File: src/ccc_pkg.sv
/*
 * ccc_pkg: constants and types for the channel check-condition unit.
 * Assumes a 200 MHz channel clock and APB register access.
 */
package ccc_pkg;
    // ------------------------------------------------------------
    // register map (byte addresses, one aligned word each)
    // ------------------------------------------------------------
    localparam logic [7:0] CCC_OFF_STATUS = 8'h00; // check_condition_reg, read, write-1-clear
    localparam logic [7:0] CCC_OFF_CTRL = 8'h04;   // control: bit0 gate override
    localparam logic [7:0] CCC_OFF_ASM = 8'h08;    // assembly word image, read only
    localparam logic [7:0] CCC_OFF_STATE = 8'h0C;  // sequence state, read only
    // ------------------------------------------------------------
    // check_condition_reg fields
    // ------------------------------------------------------------
    localparam int CCC_BIT_SEQ = 0;   // sequence check
    localparam int CCC_BIT_IFC = 1;   // interface check
    localparam int CCC_BIT_IOC = 2;   // io check
    localparam int CCC_BIT_UEND = 3;  // unusual end seen
    localparam int CCC_ASM_LO = 29;   // assembly bits 29..35 hold the checks
    localparam int CCC_ASM_W = 36;
    localparam int CCC_SMS_W = 7;
    localparam logic [6:0] CCC_SMS_RST = 7'h00;
    localparam logic [2:0] CCC_ARING_RST = 3'h6;  // assembly ring position after reset
    localparam logic [1:0] CCC_CRING_RST = 2'h3;  // character ring position 4 (0-based 3)
    // ------------------------------------------------------------
    // command codes presented on the operation-register port
    // ------------------------------------------------------------
    typedef enum logic [3:0] {
        CCC_CMD_NONE, CCC_CMD_CTL, CCC_CMD_CONTROL_AND_WRITE_CMD, CCC_CMD_CONTROL_AND_READ_CMD, CCC_CMD_SNS,
        CCC_CMD_COPY_PROCEED_CMD, CCC_CMD_COPY_DISCONNECT_CMD, CCC_CMD_TCH, CCC_CMD_TDC, CCC_CMD_TCM,
        CCC_CMD_WTR, CCC_CMD_LIP, CCC_CMD_LEAVE_INTERRUPT_TRANSFER_CMD, CCC_CMD_ICC, CCC_CMD_OTHER
    } ccc_cmd_type;
    // sequence states
    typedef enum logic [2:0] {
        CCC_ST_IDLE, CCC_ST_PREP_W, CCC_ST_PREP_R, CCC_ST_SENSE, CCC_ST_COPY
    } ccc_seq_type;
endpackage : ccc_pkg

File: src/ccc_check.sv
/*
 * ccc_check: check-condition triggers of a stored-program data channel.
 * Assumes command strobes, operation register bits and adapter status are
 * synchronous to i_clk; one command is decoded per i_cmd_valid pulse.
 */
// The implementer's own choices: the placing of the registers and the APB slave port.
`timescale 1ns/1ps
`default_nettype none
module ccc_check (
    input wire logic i_clk,
    input wire logic i_nrst,
    input wire logic i_ce,
    input wire logic i_cmd_valid,
    input wire ccc_pkg::ccc_cmd_type i_cmd,
    input wire logic [2:0] i_op_s12,
    input wire logic i_count_zero,
    input wire logic i_service_req,
    input wire logic i_ring_fail,
    input wire logic i_adapter_oper,
    input wire logic i_unusual_end,
    input wire logic i_io_loss,
    input wire logic i_reset_start,
    input wire logic i_chan_reset,
    input wire logic i_psel,
    input wire logic i_penable,
    input wire logic i_pwrite,
    input wire logic [7:0] i_paddr,
    input wire logic [31:0] i_pwdata,
    output logic [31:0] o_prdata,
    output logic o_pready,
    output logic o_pslverr,
    output logic o_interrupt,
    output logic o_write_trig,
    output logic o_read_trig,
    output logic o_adapter_write,
    output logic o_adapter_read,
    output logic o_wait,
    output logic [2:0] o_asm_ring,
    output logic [1:0] o_char_ring,
    output logic [35:0] o_asm_word
);
    import ccc_pkg::*;

    // ------------------------------------------------------------
    // decode helpers
    // ------------------------------------------------------------
    // interface command: sign=0, bit1=1, bit2 don't care pattern 01x
    function automatic logic is_iface(input logic [2:0] s12);
        is_iface = (s12[2:1] == 2'h1);
    endfunction : is_iface
    function automatic logic is_copy(input ccc_cmd_type c);
        is_copy = (c == CCC_CMD_COPY_PROCEED_CMD) || (c == CCC_CMD_COPY_DISCONNECT_CMD);
    endfunction : is_copy

    // ------------------------------------------------------------
    // state
    // ------------------------------------------------------------
    ccc_seq_type seq, next_seq;
    logic last_iface, next_last_iface;
    logic last_ctl, next_last_ctl;
    logic seq_chk, next_seq_chk;
    logic ifc_chk, next_ifc_chk;
    logic io_chk, next_io_chk;
    logic uend, next_uend;
    logic in_intr, next_in_intr;
    logic gate_ovr, next_gate_ovr;
    logic [1:0] ring_busy, next_ring_busy;
    logic [1:0] char_ring, next_char_ring;
    logic [2:0] asm_ring, next_asm_ring;
    logic [35:0] asm_word, next_asm_word;
    logic wr_trig, next_wr_trig;
    logic rd_trig, next_rd_trig;
    logic wait_st, next_wait_st;
    logic [31:0] prdata, next_prdata;
    logic pready, next_pready;
    logic pslverr, next_pslverr;
    logic intr, next_intr;
    logic [6:0] check_condition_reg;

    assign check_condition_reg = {3'h0, uend, io_chk, ifc_chk, seq_chk};

    // ------------------------------------------------------------
    // check triggers and sequence tracking
    // ------------------------------------------------------------
    logic gate, clr_all, ccc_cycle, set_seq, set_ifc, iface_now, apb_acc;
    always_comb begin
        next_seq = seq;
        next_last_iface = last_iface;
        next_last_ctl = last_ctl;
        next_seq_chk = seq_chk;
        next_ifc_chk = ifc_chk;
        next_io_chk = io_chk;
        next_uend = uend;
        next_in_intr = in_intr;
        next_ring_busy = ring_busy;
        next_char_ring = char_ring;
        next_asm_ring = asm_ring;
        next_asm_word = asm_word;
        next_wr_trig = wr_trig;
        next_rd_trig = rd_trig;
        next_wait_st = wait_st;
        gate = !in_intr || gate_ovr;
        clr_all = i_reset_start || (i_cmd_valid && (i_cmd == CCC_CMD_LIP || i_cmd == CCC_CMD_LEAVE_INTERRUPT_TRANSFER_CMD));
        iface_now = i_cmd_valid && is_iface(i_op_s12);
        // TCH and interface commands block the counter cycle; others, TDC and TCM included, request it
        ccc_cycle = i_cmd_valid && i_cmd != CCC_CMD_TCH && !iface_now;
        set_seq = 1'b0;
        set_ifc = 1'b0;
        if (i_cmd_valid && is_copy(i_cmd) && seq == CCC_ST_IDLE) begin
            set_seq = 1'b1;
        end
        if (iface_now && last_iface && !last_ctl) begin
            set_seq = 1'b1;
        end
        if (ccc_cycle && !is_copy(i_cmd) && ((seq inside {CCC_ST_COPY, CCC_ST_SENSE} && i_cmd != CCC_CMD_TDC)
            || (seq inside {CCC_ST_PREP_W, CCC_ST_PREP_R} && i_cmd == CCC_CMD_WTR))) begin
            set_seq = 1'b1; // a wait while prepared would hang the adapter
        end
        if (iface_now && !i_adapter_oper) begin
            set_ifc = 1'b1;
        end
        // request arriving while ring still busy is an overrun
        if ((i_service_req && ring_busy != 2'h0) || i_ring_fail) begin
            set_ifc = 1'b1;
        end
        if (i_service_req) begin
            next_ring_busy = 2'h3;
            next_char_ring = char_ring + 2'h1;
        end else if (ring_busy != 2'h0) begin
            next_ring_busy = ring_busy - 2'h1;
        end
        // sequence state tracking
        if (i_cmd_valid) begin
            next_wait_st = 1'b0;
            if (iface_now) begin
                next_last_iface = 1'b1;
                next_last_ctl = (i_cmd == CCC_CMD_CTL);
            end else if (!(i_cmd inside {CCC_CMD_TCH, CCC_CMD_TDC, CCC_CMD_COPY_PROCEED_CMD})) begin
                next_last_iface = 1'b0;
                next_last_ctl = 1'b0;
            end
            unique case (i_cmd)
                CCC_CMD_CONTROL_AND_WRITE_CMD: next_seq = CCC_ST_PREP_W;
                CCC_CMD_CONTROL_AND_READ_CMD: next_seq = CCC_ST_PREP_R;
                CCC_CMD_SNS: next_seq = CCC_ST_SENSE;
                CCC_CMD_CTL: next_seq = CCC_ST_IDLE;
                CCC_CMD_COPY_PROCEED_CMD, CCC_CMD_COPY_DISCONNECT_CMD: begin
                    if (seq == CCC_ST_PREP_W) begin
                        next_wr_trig = 1'b1;
                    end
                    if (seq == CCC_ST_PREP_R || seq == CCC_ST_SENSE) begin
                        next_rd_trig = 1'b1;
                    end
                    next_seq = (i_cmd == CCC_CMD_COPY_DISCONNECT_CMD) ? CCC_ST_IDLE : CCC_ST_COPY;
                    if (i_cmd == CCC_CMD_COPY_DISCONNECT_CMD) begin
                        next_wr_trig = 1'b0;
                        next_rd_trig = 1'b0;
                    end
                end
                CCC_CMD_ICC: begin
                    if (i_count_zero) begin
                        next_asm_word[CCC_ASM_W-1:CCC_ASM_LO] = check_condition_reg;
                    end
                end
                default: begin
                    if (ccc_cycle && seq inside {CCC_ST_PREP_W, CCC_ST_PREP_R}) next_seq = CCC_ST_IDLE;
                end
            endcase
        end
        // triggers record only through the check condition gate
        if (gate) begin
            if (set_seq) next_seq_chk = 1'b1;
            if (set_ifc) next_ifc_chk = 1'b1;
            if (i_io_loss) next_io_chk = 1'b1;
            if (i_unusual_end) next_uend = 1'b1;
            if (set_seq || set_ifc || i_io_loss || i_unusual_end) next_in_intr = 1'b1;
        end
        // software write-1-clear of check_condition_reg; a new set wins
        if (apb_acc && i_pwrite && i_paddr == CCC_OFF_STATUS) begin
            if (i_pwdata[CCC_BIT_SEQ] && !(gate && set_seq)) next_seq_chk = 1'b0;
            if (i_pwdata[CCC_BIT_IFC] && !(gate && set_ifc)) next_ifc_chk = 1'b0;
            if (i_pwdata[CCC_BIT_IOC] && !(gate && i_io_loss)) next_io_chk = 1'b0;
            if (i_pwdata[CCC_BIT_UEND] && !(gate && i_unusual_end)) next_uend = 1'b0;
        end
        if (clr_all) begin
            next_seq_chk = 1'b0;
            next_ifc_chk = 1'b0;
            next_io_chk = 1'b0;
            next_uend = 1'b0;
            next_in_intr = 1'b0;
        end
    end

    // one interrupt pulse per entry into the interrupt program
    always_comb begin
        next_intr = next_in_intr && !in_intr;
    end

    // ------------------------------------------------------------
    // apb slave: zero wait state, unmapped address gives pslverr
    // ------------------------------------------------------------
    assign apb_acc = i_psel && i_penable && pready;
    always_comb begin
        next_gate_ovr = gate_ovr;
        next_prdata = prdata;
        next_pslverr = 1'b0;
        next_pready = 1'b0;
        if (i_psel && !i_penable) begin
            next_pready = 1'b1;
            next_prdata = 32'h00000000;
            unique case (i_paddr)
                CCC_OFF_STATUS: next_prdata = {25'h0000000, check_condition_reg};
                CCC_OFF_CTRL: next_prdata = {31'h00000000, gate_ovr};
                CCC_OFF_ASM: next_prdata = asm_word[31:0];
                CCC_OFF_STATE: next_prdata = {27'h0000000, wait_st, seq[2:0], in_intr} & 32'h0000001F;
                default: next_pslverr = 1'b1;
            endcase
        end else if (i_psel && i_penable && !pready) begin
            next_pready = 1'b1;
        end
        if (apb_acc && i_pwrite && i_paddr == CCC_OFF_CTRL) begin
            next_gate_ovr = i_pwdata[0];
        end
    end

    // ------------------------------------------------------------
    // registers: synchronous reset, clock enable freezes all
    // ------------------------------------------------------------
    always_ff @(posedge i_clk) begin
        if (!i_nrst || (i_ce && i_chan_reset)) begin
            seq <= CCC_ST_IDLE;
            last_iface <= 1'b0;
            last_ctl <= 1'b0;
            seq_chk <= 1'b0;
            ifc_chk <= 1'b0;
            io_chk <= 1'b0;
            uend <= 1'b0;
            in_intr <= 1'b0;
            gate_ovr <= 1'b0;
            ring_busy <= 2'h0;
            char_ring <= CCC_CRING_RST;
            asm_ring <= CCC_ARING_RST;
            asm_word <= 36'h000000000;
            wr_trig <= 1'b0;
            rd_trig <= 1'b0;
            wait_st <= 1'b1;
            prdata <= 32'h00000000;
            pready <= 1'b0;
            pslverr <= 1'b0;
            intr <= 1'b0;
        end else if (i_ce) begin
            seq <= next_seq;
            last_iface <= next_last_iface;
            last_ctl <= next_last_ctl;
            seq_chk <= next_seq_chk;
            ifc_chk <= next_ifc_chk;
            io_chk <= next_io_chk;
            uend <= next_uend;
            in_intr <= next_in_intr;
            gate_ovr <= next_gate_ovr;
            ring_busy <= next_ring_busy;
            char_ring <= next_char_ring;
            asm_ring <= next_asm_ring;
            asm_word <= next_asm_word;
            wr_trig <= next_wr_trig;
            rd_trig <= next_rd_trig;
            wait_st <= next_wait_st;
            prdata <= next_prdata;
            pready <= next_pready;
            pslverr <= next_pslverr;
            intr <= next_intr;
        end
    end

    // outputs straight from flip-flops
    assign o_prdata = prdata;
    assign o_pready = pready;
    assign o_pslverr = pslverr;
    assign o_interrupt = intr;
    assign o_write_trig = wr_trig;
    assign o_read_trig = rd_trig;
    assign o_adapter_write = wr_trig;
    assign o_adapter_read = rd_trig;
    assign o_wait = wait_st;
    assign o_asm_ring = asm_ring;
    assign o_char_ring = char_ring;
    assign o_asm_word = asm_word;
endmodule : ccc_check
`default_nettype wire

File: config.mk
export PLATFORM = sky130hd
export DESIGN_NAME = ccc_check
export DESIGN_NICKNAME = d
export VERILOG_FILES = /design/src/ccc_pkg.sv /design/src/ccc_check.sv
export SDC_FILE = /design/constraint.sdc
export NUM_CORES = 1
export LEC_CHECK = 0
export BUFFER_PORTS_ARGS = -buffer_cell sky130_fd_sc_hd__buf_2
export CORE_UTILIZATION = 35
export CTS_CLUSTER_DIAMETER = 80
export DETAILED_ROUTE_END_ITERATION = 8
export HOLD_SLACK_MARGIN = 0.06
export PLACE_DENSITY = 0.69
export SYNTH_ARGS = -nofsm -noshare
export SYNTH_HDL_FRONTEND = slang
export SYNTH_SLANG_ARGS = --single-unit
File: constraint.sdc
create_clock -name i_clk -period 1.75 [get_ports i_clk]
set_clock_uncertainty 0.05 [all_clocks]
set_input_delay 0 -clock i_clk [delete_from_list [all_inputs] [get_ports i_clk]]
set_output_delay 0 -clock i_clk [all_outputs]
set_load 0.02 [all_outputs]
Word level (Yosys, flattened, before mapping)
Cells that the tools add are included.

cells by class
  add/sub/neg operators = 2
  equal/unequal tests = 23
  mux-type cells = 45
  bitwise logic cells = 1
  reduce and logical (&&, ||, !) cells = 77

operators with widths
  cell                count
  $pmux 32 s4         1
  $mux 1              39
  $logic_and 1x1->1   32
  $eq 4x4->1 const B  5
  $pmux 3 s6          1
  $eq 4x3->1 const B  4
  $eq 8x4->1 const B  2
  $reduce_and 4->1    4
  $logic_not 1->1     12
  $reduce_bool 2->1   6
  $logic_or 1x1->1    11
  $reduce_and 2->1    5
  $eq 4x2->1 const B  2
  $eq 8x3->1 const B  1
  $logic_not 8->1     1
  $eq 3x2->1 const B  2
  $mux 3              2
  $reduce_bool 6->1   1
  $eq 4x1->1 const B  1
  $mux 2              2
  $ne 4x3->1 const B  1
  $ne 4x4->1 const B  1
  $reduce_or 4->1     1
  $eq 3x1->1 const B  1
  other kinds (10)    10

storage, ports and cells
  register bits = 57
  input port bits = 62
  logic and storage cells = 167

Logic depth before layout (Yosys ltp)
Gate-level depths: netlist of the first run.

  depth in word-level cells = 14
  gate-level depth with buffers = 7
  depth with buffers taken out = 7

Least setup slack after synthesis of the first run
OpenSTA, ideal clock, no wires.

  path type = flip-flop to flip-flop
  from = register seq[1]
  to = register seq[1]
  library setup time = 0.117 ns
  data arrival time = 1.386 ns
  setup slack = 0.197 ns
  stages on the path, launching flop included = 7
  buffers on the path = 1
  cells stage by stage = dfxtp_1 > buf_2 > xnor2_1 > o41a_1 > nor3b_2 > a31oi_1 > a32o_1

on the way
  cells in the longest elaborated chain, start to end = 5
  elaborated cells on any way between the ends = 6
  those cells by class = 2 x eq/ne; 4 x reduce/logical

RTL lines
  element                                   line              text
  start, declared                           ccc_check.sv:58   ccc_seq_type seq, next_seq;
  start signal, assigned                    ccc_check.sv:252  seq <= next_seq;
  $eq 3x1->1 or $eq 3x2->1 (tied branches)  ccc_check.sv:166  if (ccc_cycle && seq inside {CCC_ST_PREP_W, CCC_ST_PREP_R}) next_seq = CCC_ST_IDLE;
  $reduce_bool 2->1 *                       ccc_check.sv:166
  $logic_and 1x1->1 *                       ccc_check.sv:166
  $reduce_bool 6->1 (no line) *             n/a
  $reduce_and 4->1 (no line) *              n/a

Mark *: on every way between the ends. The rest lies on a longest branch, timed or not.
A chain may end at the register's enable or synchronous reset.

Final worst setup path of the first run
  from = input port i_ce
  to = register intr, in the netlist o_interrupt

on the way
  cells in the longest elaborated chain, start to end = 2

RTL lines
  element               line              text
  start, declared       ccc_check.sv:12   input wire logic i_ce,
  $logic_and 1x1->1     ccc_check.sv:230  if (!i_nrst || (i_ce && i_chan_reset)) begin
  $logic_or 1x1->1      ccc_check.sv:230
  end signal, assigned  ccc_check.sv:271  intr <= next_intr;
  end, declared         ccc_check.sv:77   logic intr, next_intr;

Several ways; a longest one is shown, not always the timed one.

==> results of run 1 <==
[flip-flops by register name, summed over array words and instances (netlist names), 2 cells and up]
register     count
o_asm_word       4
o_char_ring      2
o_prdata         8
ring_busy        2
seq              3
[Yosys cell counts (all sizes together), types with 3 or more instances]
cell type / n
buf: 65
dfxtp: 33
nor2: 24
nand2: 21
a21oi: 14
inv: 11
nor3: 10
a22oi: 7
a31oi: 6
mux2i: 6
nand2b: 6
nor4: 6
clkbuf: 5
nand3: 5
a21o: 4
a32o: 4
nor2b: 3
[metal layers]
layer | part of all wire (%) | global-route usage, %
met5 | 0 | 0
met4 | 1.2 | 6.964
met3 | 6.4 | 3.295
met2 | 48 | 26.61
met1 | 44 | 18.25
[critical path, cell delays in order]
cell,delay [ps]
dlygate4sd3_1,530
buf_2,180
a21boi_2,310
nand3b_1,170
a31oi_4,290
inv_2,60
o31ai_1,220
[final cells by class]
class	count	area, sq um
fill	631	3359
multi-input combinational	211	1184
sequential	33	660.6
timing repair buffer	79	495.5
tap	75	93.84
clock buffer	5	68.82
inverter	11	41.29
clock inverter	3	17.52
[how the worst min path moves through the flow]
stage                             start              to  cells after the start
after floorplan                    i_ce  o_char_ring[1]                      2
after CTS                   i_cmd_valid  o_adapter_read                      3
after global placement        i_io_loss          io_chk                      2
after detailed placement  i_unusual_end            uend                      2
after global routing         i_paddr[0]        gate_ovr                      5
final                       i_cmd_valid  o_adapter_read                      3
[power by group through the flow]
stage	Clock (mW)	Combinational, mW	Sequential (mW)
3_5_place_dp	0	0.333	0.798
2_1_floorplan	0	0.332	0.804
4_1_cts	0.587	0.359	0.781
3_3_place_gp	0	0.329	0.797
6_report	0.574	0.363	0.781
5_1_grt	0.611	0.397	0.783
[logic make-up (layout without fill, tap and decap cells)]
| group | after synthesis | count (layout) | share of synthesized area (%) |
|---|---|---|---|
| compound gates | 53 | 53 | 17.60 |
| mux | 7 | 7 | 3.301 |
| xor+xnor | 3 | 3 | 1.216 |
| other cells | 2 | 59 | 0.3476 |
| flops | 33 | 33 | 30.57 |
| simple gates | 88 | 88 | 21.43 |
| fa+ha+maj | 1 | 1 | 0.5789 |
| buf+inv | 81 | 98 | 24.96 |
[timing repair]
item                       CTS  global route
setup endpoints to repair    0             2
gates resized for setup      0             1
hold endpoints to repair    13             0
hold buffers                15             0
setup buffers                0             0
[metrics by stage]
| stage | cell area, sq um | power [mW] | utilization, % |
|---|---|---|---|
| floorplan | 2375 | 1.137 | - |
| global placement | 2316 | 1.126 | 39.12 |
| detailed placement | 2316 | 1.131 | 39.12 |
| CTS | 2552 | 1.727 | 43.11 |
| global route | 2561 | 1.792 | 43.26 |
| finish | 2561 | 1.718 | 43.26 |
==> impl.org, run 1 <==
** Yosys
- Summed over its instances, the top area cell type makes up 30.57% of the synthesized netlist area.
- Number of synthesized flops with an enable pin :: 0
- After synthesis the cells add up to 2161 sq um.
- After synthesis, the cell types taking the most area are dfxtp_1 31%, buf_4 21%, nor2_1 4.2%, nand2_1 3.6%, a21oi_1 3.2%.
- Each instance of the synthesized netlist takes up on average 8.063 sq um.
- Async set or reset register ratio after synthesis :: 0%
- Seq cells post-synth :: 33
- Library cells used by synthesis :: 53
- Yosys printed 0 warnings.
- Post-synth top flop :: dfxtp_1
- The biggest area contributor in the post-synthesis netlist is dfxtp_1.
- After synthesis, flip-flops and latches occupy roughly 30% of the total area.
- The cell count after synthesis came out at 268.

** Layout
- Final Non-Filler Cells :: 417
- In the final layout, the share of cells above drive strength 1 is 23.98%.
- In the layout the commonest cells are 59 x conb_1, 54 x buf_2, 33 x dfxtp_1, 24 x nor2_1, 21 x nand2_1.
- The net count of the finished layout is 404.
- Most frequent standard cell in the layout excluding fill and tap cells :: conb_1
- Antenna cells :: 0
- Relative to the synthesized area, the layout overhead comes to 18.53%.

** CTS
- Longest Clk Path Bufs :: 2
- Clock latency on the worst-skew pair :: 300 ps
- In this run the number of H-tree levels came out at 2.
- Clock Pin Slew Worst Setup and Hold Paths :: 70 ps
- TritonCTS clock tree :: done
- Total clock buffers created by CTS :: 5
- Counting every sink on the clock net gives 33.
- In this run the clock root is driven by a clkbuf_8.

** Global routing
- Initial antenna violation count :: 0
- First-pass GRT wire length :: 7534 microns
- The via count of the first global-routing pass came to between 1.5k and 2k.
- Remaining Overflow, GRT :: 0
- Entering global routing, the biggest net connects 20 pins.
- Across every metal layer, demand over resource in global routing totals between 15 and 20%.

** Route
- For this run, design rule violations remaining after detail routing come to 0.
- Before antenna repair, the detailed router went through 4 iterations.
- For this block, the routed nets add up to 4932 microns of wire.
- DR WL/cell :: 11.83 microns
- Via count of the routed design :: ~2k
- Via density per instance :: 4.743
- Once detail routing completed, the nets flagged for antenna violations numbered 0.
- The detailed router finished its first iteration with 134 violations.

** STA
- Post-layout min period :: between 1500 and 2000 ps
- The final number of max-transition violations was 0.
- Across all setup checks in the final design, the least slack found is about 150 ps.
- Worst hold slack across all endpoints :: between 70 and 80 ps
- Unrepaired setup endpoints after global routing :: no
- Setup violations remaining at the end of the flow were counted as 0.
- Dividing the final minimum period by the clock period gives 91.63%.
- The number of hold violations in the final report is 0.
- Based on the critical path, the design can be clocked at up to 0.6236 GHz.
- Setup total negative slack on the finished layout was measured at 0 ps.

** Floorplan
- The initial utilization of the core area, before any placement, comes to 36.50%.
- Die outline width :: 80.58 microns
- The floorplan has 28 rows.
- Standard cell core area :: 5921 sq um
- The die is 80.58 microns tall.
- Area of the die :: 6492 sq um
- During I/O placement, the number of pins put on the boundary was 143.

** Worst setup path
- The worst register-to-register path has a setup slack of 200 ps.
- In this run the worst setup path terminates at o_interrupt.
- The most critical setup path has its startpoint at i_ce.
- For the worst setup path, the data required time is 1910 ps.
- Reg2Reg Depth :: 5
- Worst flop-to-flop path startpoint :: seq[0]
- Maximum fanout count along the critical path :: 8
- Critical path startpoint category :: input pin
- Type of destination of the critical path :: register
- The worst register-to-register path ends at seq[1].
- Signal arrival time at the worst endpoint :: 1760 ps
- The critical path in this run is classified as in -> reg.

** Min path
- Classification of the worst-slack hold path :: in -> reg

** Pwr
- In this run the static leakage power is 1.133 nW.
- Net switching is roughly 33% of the power.
- Cell internal power was estimated by the tool at 1.154 mW.
- Worst voltage drop across the vdd grid :: between 0.0003 and 0.0004 V
- The analysis attributes to net switching a power of 563.9 uW.
- Part of the total power dissipated in sequential elements :: 45.5%
- The clock network is responsible for 33.4% of the overall power.
- Combinational share of power :: 21.1%
- For this design the ratio of total power to cell area is roughly 670 nW/um^2.

** Status
- The flow ran to the end, and the final reports show no timing, DRC or antenna violations.

** Run
- Max-cap violations in this run came to 0.

** Placed design
- Global placer's final weighted congestion :: between 0.8 and 0.9
- During placement, the flow inserted port buffers numbering 54.
- Including well taps, the total number of placed cells is 394.
- Detailed placement ended at an HPWL of 3826 microns.
- Worst slack at placement :: 222.0 ps
(Power assumes the default switching activity.)
==> run 2: changes to the inputs <==
--- a/config.mk
+++ b/config.mk
@@ -5,12 +5,13 @@
 export SDC_FILE = /design/constraint.sdc
 export NUM_CORES = 1
 export LEC_CHECK = 0
+export ABC_AREA = 1
 export BUFFER_PORTS_ARGS = -buffer_cell sky130_fd_sc_hd__buf_2
 export CORE_UTILIZATION = 35
 export CTS_CLUSTER_DIAMETER = 80
 export DETAILED_ROUTE_END_ITERATION = 8
 export HOLD_SLACK_MARGIN = 0.06
-export PLACE_DENSITY = 0.69
+export PLACE_DENSITY = 0.68
 export SYNTH_ARGS = -nofsm -noshare
 export SYNTH_HDL_FRONTEND = slang
 export SYNTH_SLANG_ARGS = --single-unit
==> run 2 against run 1 <==
Clock power shrank 4.4%. Non-clock buffer count fell by 14. Sequential cell count did not move. Worst hold slack worse by 14 ps. Combinational power barely moved. Via count is 1.7% higher. Count of clock-buffer cells in the layout grew 1. Synthesized cell count grew 23%. First-iteration DRC count down 24%. Largest cell class unchanged. Largest power group unchanged.
==> impl.org, run 2 <==
** Worst setup path
- Critical path startpoint category :: input pin
- STA classifies the critical path endpoint as a register.
- Reg2Reg Depth :: 9
- In this run the worst setup path begins at i_ce.
- In this run the critical register-to-register path is captured at o_interrupt.
- Setup slack, reg-to-reg :: 220 ps
- Maximum fanout count along the critical path :: 11
- The startpoint identified for the worst register-to-register timing path is ring_busy[0].
- Signal arrival time at the worst endpoint :: 1650 ps
- In this run the worst setup path terminates at o_prdata[3].
- Data required time of the critical path :: 1860 ps
- Category of the most critical setup path :: in -> reg

** STA
- Post-layout min period :: between 1500 and 2000 ps
- Setup total negative slack on the finished layout was measured at 0 ps.
- Setup slack on the critical path of the routed design comes to 213.3 ps.
- Final worst path period share :: 87.81%
- Setup-violating endpoint count in the final report :: 0
- Hold violation count in the final report :: 0
- Setup repair after global routing left no endpoint under its margin.
- Slew Limit Fails :: 0
- Achievable Freq :: between 0.6 and 0.7 GHz

** Global routing
- The via count of the first global-routing pass is 1,673.
- The first global-routing pass estimated about 7500 microns of wire.
- GRT met1 Usage :: 20.33%
- For this run the aggregate overflow at the end of global routing stands at 0.
- Met3 usage :: 3.407%
- Met2 global-route usage :: 21.74%
- Layer with the highest usage after global routing :: met2
- The initial antenna violation count came to 0.
- Maximum number of pins on one net before global-route repair :: 25
- Global routing used between 10% and 20% of the available tracks.

** Yosys
- Top cells by area, synth :: dfxtp_1 29%, buf_4 20%, nand2_1 11%, a21oi_1 6.0%, nor2_1 5.3%
- Dominant combinational cell family by area after synthesis :: simple AND/OR/NAND/NOR gates
- Post-synth top flop :: dfxtp_1
- Largest area contributor in the synthesized netlist :: dfxtp_1
- During synthesis, Yosys emitted a total of 0 warnings.
- After Yosys synthesis, XOR and XNOR cells account for 0.7743% of the synthesized area.
- Number of synthesized flops with an enable pin :: 0
- Mapped Avg Cell Area :: between 6 and 7 sq um
- Cell count after synthesis :: 329
- In the synthesized netlist, mux cells make up 0% of the area.
- The mapped netlist covers 2262 sq um.
- Proportion of netlist area held by the largest area contributor :: 29.20%
- Most common cell in the synthesized netlist :: nand2_1
- The netlist uses 32 different library cells.
- The synthesized netlist devotes less than 1% of its cell area to adder and majority cells.
- The synthesized netlist devotes 31.14% of its cell area to simple gates.
- Counting flops and latches in the post-synthesis netlist gives 33.
- The synthesized netlist devotes 11.89% of its cell area to compound gates.
- The share of the Yosys chip area taken by registers is slightly below 30%.
- By count the netlist is led by 67 x nand2_1, 61 x buf_4, 33 x dfxtp_1, 32 x nor2_1, 27 x a21oi_1.
- Async set or reset register ratio after synthesis :: 0%

** Layout
- 0 antenna diodes ended up in the layout.
- Most frequent cells in the layout :: 67 x nand2_1, 59 x conb_1, 54 x buf_2, 33 x dfxtp_1, 32 x nor2_1
- Measured on the finished design, the core utilization comes to 42.11%.
- In the final layout, the share of cells above drive strength 1 is 23.04%.
- Most frequent standard cell in the layout excluding fill and tap cells :: nand2_1
- Layout fillers :: 655
- Final Non-Filler Cells :: 470
- Layout overhead on the synthesized area :: 12.83%
- The final layout contains 457 nets.
- Flip-flop count of the largest register after layout :: 8

** Min path
- Classification of the worst-slack hold path :: in -> reg

** Pwr
- For this design the ratio of total power to cell area is 665.9 nW/um^2.
- The worst-case IR drop observed on VDD is 0.0003360 V.
- Static Leak :: 1.219 nW

** Route
- The count of nets left with antenna violations once routing finished came out at 0.
- The detailed router finished its first iteration with roughly 100 violations.
- Routed WL :: 4846 microns
- Via density per instance :: about 4.3
- In the final routed layout, each cell accounts on average for 10.31 microns.
- The pre-antenna-repair detailed-routing pass consisted of 6 iterations.
- For this run, design rule violations remaining after detail routing come to 0.
- Via count of the routed design :: ~2.0k

** Floorplan
- Area of the die :: around 6800 sq um
- In this run the standard cell core region covers 6061 sq um.
- Count of boundary I/O pins :: 143
- Chip Height :: 82.40 microns
- Std-Cell Rows :: 28
- Once the floorplan was initialized, standard cells occupied 37.32% of the core.
- Die outline width :: between 80 and 90 microns

** CTS
- Number of hold buffers added after cts :: 10
- The clock reaches the later pin of the worst-skew pair after 280 ps.
- The tree is rooted in a clkbuf_8.
- After clock tree synthesis, the clock-pin slew on the worst setup and hold paths is ~70 ps.
- Post-CTS timing repair inserted 0 buffers for setup.
- After clock tree synthesis, the repair step resized 0 gates.
- The H-tree generated during clock tree synthesis spans 2 levels.
- The clock passes through at most 2 buffers.
- Total clock buffers created by CTS :: 5
- TritonCTS clock tree :: done
- Clock sink count :: 33

** Placed design
- The HPWL after detailed placement is 3745 microns.
- PortBufs :: 54
- Placed instance count :: around 450
- At the placement stage, the worst setup path has a slack of between 200 and 250 ps.
- Global placer's final weighted congestion :: 0.8477

** Status
- The flow ran to the end, and the final reports show no timing, DRC or antenna violations.

** Run
- The tool flagged a number of max-cap violations equal to 0.
run 2: cell types whose count changed in the layout (fill, tap and decap cells not counted), sizes merged, moves of 5 or more:
cell	previous run	this run
dlygate4sd3	15	10
a22oi	7	0
nand2b	6	0
nor2	24	38
o21ai	2	12
a31oi	6	1
nand3	5	27
nor4	6	0
nand2	21	72
a21oi	14	30
buf	64	55
mux2i	6	0
inv	11	29
run 2: worst min-delay path by stage:
stage                             from        endpoint  slack, ps  cells after the start
after CTS                 i_count_zero  o_asm_word[32]         70                      4
after floorplan                   i_ce        o_pready        110                      2
final                     i_count_zero  o_asm_word[31]         70                      4
after detailed placement        i_psel        o_pready        250                      3
after global placement          i_psel        o_pready        250                      3
after global routing          i_cmd[3]          seq[2]        100                      4
run 2: power by group:
part           leakage (nW)  internal, mW  switching [mW]
registers             0.268         0.769          0.0158
logic                 0.906         0.101           0.264
clock network        0.0450         0.275           0.274
run 2: area by class of cell:
| class | count | area [sq um] | share of cell area [%] |
|---|---|---|---|
| clock buffer | 6 | 72.57 | 2.843 |
| clock inverter | 2 | 10.01 | 0.3922 |
| inverter | 30 | 112.6 | 4.412 |
| multi-input combinational | 259 | 1225 | 47.99 |
| sequential | 33 | 660.6 | 25.88 |
| tap | 75 | 93.84 | 3.676 |
| timing repair buffer | 65 | 377.9 | 14.80 |
run 2: stage by stage:
step | power (mW) | cell area (sq um) | hold WS [ps]
2_1_floorplan | 1.158 | 2476 | 110.0
4_1_cts | 1.703 | 2552 | 69.06
6_report | 1.700 | 2552 | 65.05
3_5_place_dp | 1.147 | 2370 | 248.1
3_3_place_gp | 1.144 | 2370 | 248.3
5_1_grt | 1.789 | 2552 | 95.60
run 2: logic make-up after synthesis:
group,count (synthesis)
buffers and inverters,94
adder cells (fa/ha/maj),1
flip-flops,33
AND/OR/NAND/NOR,149
XOR/XNOR,2
other,2
AO/OA/AOI/OAI,48
run 2: metal layers:
metal / vias to the layer above / part of all wire [%]
met2: 86 / 42
li1: 1069 / -
met1: 850 / 49
met4: 0 / 1.1
met3: 7 / 7.7
met5: - / 0
run 2: worst max-delay path: stages:
cell	delay, ps
dlygate4sd3_1	520
buf_2	210
inv_2	160
nor3_4	440
inv_2	160
nand2_1	100
a21oi_1	60
